`config.mk`:
```
export PLATFORM = sky130hd
export DESIGN_NAME = flash_self_program_control
export DESIGN_NICKNAME = d
export VERILOG_FILES = /design/src/flash_self_program_pkg.sv /design/src/op_timer.sv /design/src/flash_self_program_control.sv
export SDC_FILE = /design/constraint.sdc
export NUM_CORES = 1
export LEC_CHECK = 0
export ABC_CLOCK_PERIOD_IN_PS = 2500
export BUFFER_PORTS_ARGS = -buffer_cell sky130_fd_sc_hd__buf_2
export CELL_PAD_IN_SITES_DETAIL_PLACEMENT = 0
export CELL_PAD_IN_SITES_GLOBAL_PLACEMENT = 2
export CORE_ASPECT_RATIO = 0.5
export CORE_MARGIN = 4
export CORE_UTILIZATION = 26
export CTS_CLUSTER_SIZE = 40
export DETAILED_ROUTE_END_ITERATION = 12
export GPL_TIMING_DRIVEN = 0
export PLACE_DENSITY = 0.81
export SETUP_SLACK_MARGIN = 0.15
export SLEW_MARGIN = 0
export SYNTH_ARGS = -nofsm -noshare
export SYNTH_HDL_FRONTEND = slang
export SYNTH_SLANG_ARGS = --single-unit
```
`constraint.sdc`:
```
create_clock -name mclk -period 2.5 [get_ports mclk]
set_clock_uncertainty 0.1 [all_clocks]
set_input_delay 0.5 -clock mclk [delete_from_list [all_inputs] [get_ports mclk]]
set_output_delay 0.5 -clock mclk [all_outputs]
set_load 0.1 [all_outputs]
```
`src/flash_self_program_pkg.sv`:
```
// Constants for the flash self programming control block.
// Assumes a single system clock domain and an asynchronous low reset.
`default_nettype none
package flash_self_program_pkg;
   // ----------------------------------------
   // Modes caught at reset release
   // ----------------------------------------
   localparam logic [1:0] MODE_NORMAL = 2'h0;
   localparam logic [1:0] MODE_PROGRAM = 2'h1;
   localparam logic [1:0] MODE_PROHIBITED = 2'h2;
   // ----------------------------------------
   // Operation codes
   // ----------------------------------------
   localparam logic [1:0] OP_ERASE = 2'h0;
   localparam logic [1:0] OP_WRITE = 2'h1;
   localparam logic [1:0] OP_VERIFY = 2'h2;
   localparam logic [1:0] OP_BLANK = 2'h3;
   // ----------------------------------------
   // Vectors and mapping
   // ----------------------------------------
   localparam int ADDR_W = 32;
   localparam logic [31:0] RAM_BASE = 32'h03ff_0000;
   localparam logic [31:0] MI_RAM_OFFSET = 32'h0000_0004;
   localparam int BLOCK_W = 5;
   localparam int SWAP_BIT = 4;
   // ----------------------------------------
   // Timing
   // ----------------------------------------
   localparam int CLK_MHZ = 200;
   localparam int OP_TIME_US = 10;
   localparam int OP_CYCLES = OP_TIME_US * CLK_MHZ;
   localparam int CNT_W = 16;
endpackage
`default_nettype wire

```
`src/op_timer.sv`:
```
// Busy timer for one hardware flash operation.
// Assumes start is a one cycle pulse on the same clock.
`timescale 1ns/1ps
`default_nettype none
module op_timer #(
   parameter int CYCLES = flash_self_program_pkg::OP_CYCLES
)
(
   input wire logic mclk,
   input wire logic rst_b,
   input wire logic ce,
   input wire logic start,
   output var logic busy,
   output var logic done
);
   localparam int W = flash_self_program_pkg::CNT_W;
   logic [W-1:0] cnt_ff;
   logic [W-1:0] nxt_cnt;
   logic done_ff;
   logic nxt_done;
   logic busy_ff;
   logic nxt_busy;
   always_comb
   begin
      nxt_cnt = cnt_ff;
      nxt_done = 1'b0;
      if (start && cnt_ff == '0)
      begin
         nxt_cnt = W'(CYCLES);
      end
      else if (cnt_ff != '0)
      begin
         nxt_cnt = cnt_ff - W'(1);
         nxt_done = (cnt_ff == W'(1));
      end
      nxt_busy = (nxt_cnt != '0);
   end
   always_ff @(posedge mclk or negedge rst_b)
   begin
      if (!rst_b)
      begin
         cnt_ff <= '0;
         done_ff <= 1'b0;
         busy_ff <= 1'b0;
      end
      else if (ce)
      begin
         cnt_ff <= nxt_cnt;
         done_ff <= nxt_done;
         busy_ff <= nxt_busy;
      end
   end
   assign busy = busy_ff;
   assign done = done_ff;
endmodule
`default_nettype wire

```
`src/flash_self_program_control.sv`:
```
// Flash self programming control: mode strap, write guard, vectors, swap.
// Assumes pins arrive asynchronously; CPU side signals share mclk.
`timescale 1ns/1ps
`default_nettype none
module flash_self_program_control #(
   parameter int OP_CYCLES = flash_self_program_pkg::OP_CYCLES
)
(
   input wire logic mclk,
   input wire logic rst_b,
   input wire logic ce,
   input wire logic mode_write_guard_pin,
   input wire logic aux_mode_pin,
   input wire logic self_prog_enter,
   input wire logic self_prog_exit,
   input wire logic op_req,
   input wire logic [1:0] op_code,
   input wire logic swap_req,
   input wire logic fetch_req,
   input wire logic [31:0] fetch_addr,
   input wire logic fetch_is_flash,
   input wire logic irq_take,
   input wire logic irq_is_nmi,
   input wire logic [31:0] irq_normal_vec,
   input wire logic [4:0] cpu_block,
   output logic [1:0] boot_mode,
   output logic self_prog_active,
   output logic op_busy,
   output logic op_done,
   output logic op_refused,
   output logic [1:0] op_last,
   output logic fetch_grant,
   output logic fetch_refused,
   output logic [31:0] irq_vec,
   output logic irq_vec_valid,
   output logic boot_swapped,
   output logic [4:0] phys_block
);
   // ----------------------------------------
   // Pin synchronisers
   // ----------------------------------------
   logic [1:0] guard_sync_ff;
   logic [1:0] aux_sync_ff;
   logic guard_s;
   logic aux_s;
   always_ff @(posedge mclk or negedge rst_b)
   begin
      if (!rst_b)
      begin
         guard_sync_ff <= 2'h0;
         aux_sync_ff <= 2'h0;
      end
      else if (ce)
      begin
         guard_sync_ff <= {guard_sync_ff[0], mode_write_guard_pin};
         aux_sync_ff <= {aux_sync_ff[0], aux_mode_pin};
      end
   end
   assign guard_s = guard_sync_ff[1];
   assign aux_s = aux_sync_ff[1];

   // ----------------------------------------
   // Mode strap and state machine
   // ----------------------------------------
   typedef enum logic [3:0] {
      ST_STRAP = 4'h1,
      ST_NORMAL = 4'h2,
      ST_SELF = 4'h4,
      ST_PROG = 4'h8
   } state_e;
   state_e state_ff;
   state_e nxt_state;
   logic [1:0] mode_ff;
   logic [1:0] nxt_mode;
   logic [1:0] strap_cnt_ff;
   logic [1:0] nxt_strap_cnt;
   logic op_busy_w;
   logic active_ff;
   logic nxt_active;

   function automatic logic [1:0] decode_mode(input logic g, input logic a);
      if (!g)
         decode_mode = flash_self_program_pkg::MODE_NORMAL;
      else if (!a)
         decode_mode = flash_self_program_pkg::MODE_PROGRAM;
      else
         decode_mode = flash_self_program_pkg::MODE_PROHIBITED;
   endfunction

   always_comb
   begin
      nxt_state = state_ff;
      nxt_mode = mode_ff;
      nxt_strap_cnt = strap_cnt_ff;
      case (state_ff)
         ST_STRAP:
         begin
            // Wait for synchronisers to fill after release
            if (strap_cnt_ff != 2'h2)
            begin
               nxt_strap_cnt = strap_cnt_ff + 2'h1;
            end
            else
            begin
               nxt_mode = decode_mode(guard_s, aux_s);
               if (guard_s && !aux_s)
                  nxt_state = ST_PROG;
               else if (!guard_s)
                  nxt_state = ST_NORMAL;
            end
         end
         ST_NORMAL:
         begin
            if (self_prog_enter)
               nxt_state = ST_SELF;
         end
         ST_SELF:
         begin
            if (self_prog_exit && !op_busy_w)
               nxt_state = ST_NORMAL;
         end
         ST_PROG:
         begin
            nxt_state = ST_PROG;
         end
         default:
         begin
            nxt_state = ST_STRAP;
         end
      endcase
      nxt_active = (nxt_state == ST_SELF);
   end

   // ----------------------------------------
   // Operations, guard, swap
   // ----------------------------------------
   logic op_done_w;
   logic op_start;
   logic in_self;
   logic swap_ff;
   logic nxt_swap;
   logic refused_ff;
   logic nxt_refused;
   logic [1:0] last_ff;
   logic [1:0] nxt_last;

   assign in_self = (state_ff == ST_SELF);
   // Writes and erases need the guard pin high
   assign op_start = in_self && op_req && !op_busy_w &&
      (guard_s || op_code == flash_self_program_pkg::OP_VERIFY ||
       op_code == flash_self_program_pkg::OP_BLANK);

   op_timer #(
      .CYCLES(OP_CYCLES)
   ) u_timer (
      .mclk(mclk),
      .rst_b(rst_b),
      .ce(ce),
      .start(op_start),
      .busy(op_busy_w),
      .done(op_done_w)
   );

   always_comb
   begin
      nxt_refused = op_req && !op_start;
      nxt_last = op_start ? op_code : last_ff;
      nxt_swap = swap_ff;
      if (in_self && swap_req && guard_s && !op_busy_w)
         nxt_swap = !swap_ff;
   end

   // ----------------------------------------
   // Fetch gating and vectors
   // ----------------------------------------
   logic grant_ff;
   logic nxt_grant;
   logic fref_ff;
   logic nxt_fref;
   logic [31:0] vec_ff;
   logic [31:0] nxt_vec;
   logic vvalid_ff;
   logic nxt_vvalid;
   logic [4:0] pblk_ff;
   logic [4:0] nxt_pblk;

   always_comb
   begin
      nxt_grant = fetch_req && !(in_self && fetch_is_flash);
      nxt_fref = fetch_req && in_self && fetch_is_flash;
      nxt_vvalid = irq_take;
      nxt_vec = vec_ff;
      if (irq_take)
      begin
         if (!in_self)
            nxt_vec = irq_normal_vec;
         else if (irq_is_nmi)
            nxt_vec = flash_self_program_pkg::RAM_BASE;
         else
            nxt_vec = flash_self_program_pkg::RAM_BASE +
               flash_self_program_pkg::MI_RAM_OFFSET;
      end
      // Swap flips the top block bit
      nxt_pblk = cpu_block ^
         (5'(swap_ff) << flash_self_program_pkg::SWAP_BIT);
   end

   // ----------------------------------------
   // Registers
   // ----------------------------------------
   always_ff @(posedge mclk or negedge rst_b)
   begin
      if (!rst_b)
      begin
         state_ff <= ST_STRAP;
         active_ff <= 1'b0;
         mode_ff <= flash_self_program_pkg::MODE_NORMAL;
         strap_cnt_ff <= 2'h0;
         swap_ff <= 1'b0;
         refused_ff <= 1'b0;
         last_ff <= 2'h0;
         grant_ff <= 1'b0;
         fref_ff <= 1'b0;
         vec_ff <= 32'h0000_0000;
         vvalid_ff <= 1'b0;
         pblk_ff <= 5'h00;
      end
      else if (ce)
      begin
         state_ff <= nxt_state;
         active_ff <= nxt_active;
         mode_ff <= nxt_mode;
         strap_cnt_ff <= nxt_strap_cnt;
         swap_ff <= nxt_swap;
         refused_ff <= nxt_refused;
         last_ff <= nxt_last;
         grant_ff <= nxt_grant;
         fref_ff <= nxt_fref;
         vec_ff <= nxt_vec;
         vvalid_ff <= nxt_vvalid;
         pblk_ff <= nxt_pblk;
      end
   end

   assign boot_mode = mode_ff;
   assign self_prog_active = active_ff;
   assign op_busy = op_busy_w;
   assign op_done = op_done_w;
   assign op_refused = refused_ff;
   assign op_last = last_ff;
   assign fetch_grant = grant_ff;
   assign fetch_refused = fref_ff;
   assign irq_vec = vec_ff;
   assign irq_vec_valid = vvalid_ff;
   assign boot_swapped = swap_ff;
   assign phys_block = pblk_ff;
endmodule
`default_nettype wire

```
### Word-level counts from Yosys, hierarchy flattened

Cells that the tools add are included.

| cells by class | value |
|---|---|
| mux-type cells | 14 |
| bitwise logic cells | 2 |
| reductions and logical operators | 29 |
| $add $sub $neg | 2 |
| eq/ne operators | 9 |

Operator list:

| kind | number |
|---|---|
| 16-bit two-way mux | 2 |
| 32-bit two-way mux | 1 |
| 16-bit nonzero test | 2 |
| 4-bit two-way mux | 5 |
| 16-bit by 1-bit == test with 1-bit output, second input constant | 1 |
| 16-bit zero test | 1 |
| 4-bit case mux with 4 select lines | 1 |
| 16-bit by 1-bit subtractor with 16-bit output, second input constant | 1 |
| 1-bit logical AND | 14 |
| 4-bit by 3-bit == test with 1-bit output, second input constant | 2 |
| 2-bit AND reduction | 3 |
| 3-bit AND reduction | 2 |
| 1-bit zero test | 5 |
| 5-bit XOR | 1 |
| 2-bit == test, second input constant | 2 |
| 4-bit by 1-bit == test with 1-bit output, second input constant | 1 |
| 4-bit by 2-bit == test with 1-bit output, second input constant | 1 |
| 4-bit == test, second input constant | 1 |
| 2-bit two-way mux | 2 |
| 3-bit two-way mux | 1 |
| 2-bit by 1-bit adder with 2-bit output, second input constant | 1 |
| 1-bit logical OR | 2 |
| 1-bit two-way mux | 2 |
| 2-bit inequality test, second input constant | 1 |
| 1-bit inverter | 1 |

| word-level totals | value |
|---|---|
| output and inout port bits | 49 |
| register bits | 75 |
| input port bits | 84 |
| logic and storage cells | 73 |

### Logic depth before layout (Yosys ltp)

| depth | value |
|---|---|
| word-level depth | 7 |
| mapped depth | 8 |
| mapped depth without buffers | 7 |

### By module

From an unflattened synthesis, not the netlist that was laid out.

| unflattened totals | value |
|---|---|
| cell total of the unflattened synthesis | 310 |
| area, all modules | 3494.6 um^2 |

Modules (own cells, without submodules):

| module | area an instance (um^2) | sequential area each (um^2) | cells an instance | times used |
|---|---|---|---|---|
| flash_self_program_control | 2329.7 | 1427.6 | 182 | 1 |
| op_timer | 1164.9 | 450.4 | 128 | 1 |

### Worst setup path after synthesis

No wires, ideal clock.

| timing | value |
|---|---|
| path type | reg-to-reg |
| start | register u_timer.cnt_ff[0] |
| end | register u_timer.cnt_ff[13] |
| path buffers | 1 |
| setup time | 118 ps |
| period minus slack after synthesis | 2562 ps |
| required time | 2282 ps |
| cell stages (with the launch flop) | 9 |
| arrival | 2344 ps |
| setup slack | -62 ps |
| cell sequence | dfrtp_1 > inv_1 > ha_1 > or4b_2 > or4_4 > buf_6 > nor2_8 > o21ai_1 > a21o_1 |

| on the way | value |
|---|---|
| longest elaborated chain between the ends | 3 |
| elaborated cells on any way between the ends | 6 |
| classes of those cells | 1 x add/sub; 2 x mux; 3 x reduce/logical |

Ends and longest elaborated chain:

| item | RTL line | source |
|---|---|---|
| start, declared | op_timer.sv:17 | `logic [W-1:0] cnt_ff;` |
| start signal, assigned | op_timer.sv:48 | `cnt_ff <= nxt_cnt;` |
| 16-bit by 1-bit subtractor with 16-bit output (tied with other cells) | op_timer.sv:33 | `nxt_cnt = cnt_ff - W'(1);` |
| 16-bit two-way mux / 1-bit logical AND (equally long branches) | op_timer.sv:31, op_timer.sv:27 |  |
| 16-bit two-way mux * | op_timer.sv:27 | `if (start && cnt_ff == '0)` |

Every way passes the cells marked *; elsewhere a longest branch is shown, timed or not.
A chain may end at the register's enable or synchronous reset.

### Worst setup path after layout

| timing | value |
|---|---|
| start | register u_timer.cnt_ff[4] |
| end | register u_timer.busy_ff (netlist: u_timer.busy) |

| on the way | value |
|---|---|
| longest elaborated chain between the ends | 4 |
| elaborated cells on any way between the ends | 7 |
| classes of those cells | 1 x add/sub; 2 x mux; 4 x reduce/logical |

Ends and longest elaborated chain:

| item | RTL line | source |
|---|---|---|
| 16-bit by 1-bit subtractor with 16-bit output (tied with other cells) | op_timer.sv:33 |  |
| 16-bit two-way mux / 1-bit logical AND (equally long branches) | op_timer.sv:31, op_timer.sv:27 |  |
| 16-bit two-way mux * | op_timer.sv:27 |  |
| 16-bit nonzero test * | op_timer.sv:36 | `nxt_busy = (nxt_cnt != '0);` |
| end signal, assigned | op_timer.sv:50 | `busy_ff <= nxt_busy;` |
| end, declared | op_timer.sv:21 | `logic busy_ff;` |

Marks and branches as above.

==> impl_metrics.ini <==
[place]
place.gp.congestion = 0.758
portBuffers = 100
place_inst = 671
place_ws_ps = -200
dpl.hpwl_mm = 7.25

[global_route]
grt_overflow = 0
grt_antenna_before_repair = 0
grt_pass1_wl_mm = 17.5
grt_max_degree = 60
grt_pass1_vias = 3432
track_usage_pct = 13.7

[hold_path]
hp-class = in -> reg

[pwr]
p_leak_nw = 2.40
max-vdd-ir-drop_v = 0.000415
powerDensity_mw_per_mm2 = 956

[worst_setup_path]
cp.required_ps = 2670
path_max_fanout = 4
regToRegSetupSlack_ps = 40
crit_type = reg -> reg
crit_arrival_ps = 2630
start_kind = flop
endpoint_kind = flop

[sta]
report.final.hold_viol_count = 0
slew_headroom_pct = 44.8
grt_setup_unrepaired = yes
min_period_over_period_pct = 98.2
fmax_ghz = 0.407
finalSetupViolCount = 0
period_needed_ps = 2460
drv_slew = 0
layout_setup_ws_ps = 45.0
worst_pin_slew_ps = 828

[floorplanning]
core-area_mm2 = 0.0136
dieArea_mm2 = 0.0159
placementRows = 30
die-width_um = 174
io_pins = 133
die_h_um = 91.1
start_util_pct = 26.5

[synth]
synth_cell_types = 49
synth_cells = 378
synth_edf_count = 0
netlist_area_mm2 = 0.00359
ys_seq_elements = 75
synth_nets = 466
synthArstFlopShare_pct = 100
syn_area_per_cell_um2 = 9.50
synth-main-ff-cell = dfrtp_1
ys_seq_area_share_pct = 52.3
yosysWarnings = 0

[final_layout]
fin_nets = 604
drive_gt1_share_pct = 38.3
areaGrowthSynthToFinish_pct = 42.3
final_common_cell = buf_2
layout.cells.non_filler = 712
n_fill_cell = 1426
final_cell_mix = buf_2 (102), dfrtp_1 (71), nand2_1 (63)
antenna_cells = 0

[cts]
cts-htree-levels = 3
clk_path_buf_depth = 2
cts_sinks = 75
clk_pin_slew_ps = 60
clockRootBuffer = clkbuf_16
clkLatencyLatePin_ps = 330
cts_tree = done
numCtsBuffers = 9

[outcome]
status = finished, final reports clean

[flow_run]
max-cap-violations = 0

[routing]
drc = 0
drt-total-wl_mm = 10.4
routed-via-count = 3252
firstDrtPassIters = 4
drt-initial-drc-count = 90
post_drt_wl_per_cell_um = 14.6
vias_per_cell = 4.57
ant_nets = 0
-- registers in the layout, indices dropped and copies added, names as in the netlist --
signal,flops
aux_sync_ff,2
boot_mode,2
boot_swapped,1
fetch_grant,1
fetch_refused,1
guard_sync_ff,2
irq_vec,32
irq_vec_valid,1
op_last,2
op_refused,1
phys_block,5
self_prog_active,1
state_ff,4
strap_cnt_ff,2
u_timer.busy,1
u_timer.cnt_ff,16
u_timer.done,1
-- cell type report --
type / count / area (µm²) / area share (%)
multi-input cells: 267 / 1750 / 34.3
well taps: 192 / 240 / 4.70
clock inverters: 2 / 35.0 / 0.686
plain buffers: 26 / 148 / 2.89
flip-flops and latches: 75 / 1880 / 36.8
clock buffers: 13 / 260 / 5.09
inverters: 10 / 40.0 / 0.784
repair buffers: 127 / 751 / 14.7
-- worst max-delay path: stages (launching register included) --
cell      delay (ps)
dfrtp_1          370
buf_6            110
or4_4            500
buf_6            140
buf_6            120
or4b_2           630
nand4_1          110
nand4b_1         160
o32a_1           150
-- routing by layer --
layer | GRT usage (%) | vias up | share of wire (%)
met5 | 0 | - | 0
met4 | 3.82 | 0 | 1.3
met3 | 3.24 | 13 | 2.9
met2 | 24.3 | 47 | 52
met1 | 16.6 | 1589 | 44
li1 | - | 1603 | -
-- stage by stage --
stage          utilization (%)  total power, W  instance area (µm²)  hold slack (ps)  TNS, ps
2_1_floorplan                -         0.00295                 3610              104        0
3_3_place_gp              32.1         0.00331                 4360              347     -985
3_5_place_dp              32.4         0.00333                 4390              294    -1090
4_1_cts                   36.9         0.00486                 5000              270        0
5_1_grt                   37.7         0.00515                 5110              285     -106
6_report                  37.7         0.00489                 5110              281        0
-- repair_timing --
action | in CTS | in global routing
pin swaps | 19 | 12
buffers inserted | 22 | 3
endpoints found under the hold margin | 16 | 0
hold buffers | 1 | 0
endpoints found under the setup margin | 18 | 16
resized for setup | 37 | 21
-- cell usage after synthesis, types with 5 or more instances --
cell	number	share of area, %
o31ai_1	6	1.3
nand3_1	26	3.6
nor2_1	30	3.1
a21oi_1	22	3.1
buf_2	6	0.84
xnor2_1	5	1.2
o21ai_0	18	2.5
inv_1	10	1.0
o2bb2ai_1	5	1.2
mux2_2	11	3.4
dfrtp_1	74	52
nor4_1	9	1.6
nor3_1	8	1.1
clkbuf_1	16	1.7
nand2_1	64	6.7
o21ai_1	8	1.1
a21o_1	5	1.0
-- logic make-up after synthesis --
logic type | Yosys count | share of synthesized area, %
AO/OA/AOI/OAI | 75 | 13.0
XOR/XNOR | 8 | 1.95
adder cells (fa/ha/maj) | 4 | 1.39
buffers and inverters | 36 | 4.39
flip-flops | 75 | 52.3
multiplexers | 14 | 4.29
AND/OR/NAND/NOR | 166 | 22.6
-- where the power goes --
part           internal [W]  total, W  switching (W)
Combinational      0.000598   0.00199        0.00139
Sequential          0.00144   0.00160       0.000155
Clock              0.000821   0.00130       0.000478
Total               0.00286   0.00489        0.00202
-- path summary, 6_finish.rpt --
check / startpoint / endpoint / cells after the start
min: irq_normal_vec[3] / irq_vec[3]$_DFFE_PN0P_ / 3
min reg2reg: irq_vec[28]$_DFFE_PN0P_ / irq_vec[28]$_DFFE_PN0P_ / 2
min in group asynchronous: rst_b / u_timer.cnt_ff[12]$_DFFE_PN0P_ / 2
max reg2reg: u_timer.cnt_ff[4]$_DFFE_PN0P_ / u_timer.busy$_DFFE_PN0P_ / 8
max in group asynchronous: rst_b / state_ff[0]$_DFFE_PN1P_ / 3
max: u_timer.cnt_ff[4]$_DFFE_PN0P_ / u_timer.busy$_DFFE_PN0P_ / 8
Note: power is estimated with default switching activity, not from simulation.
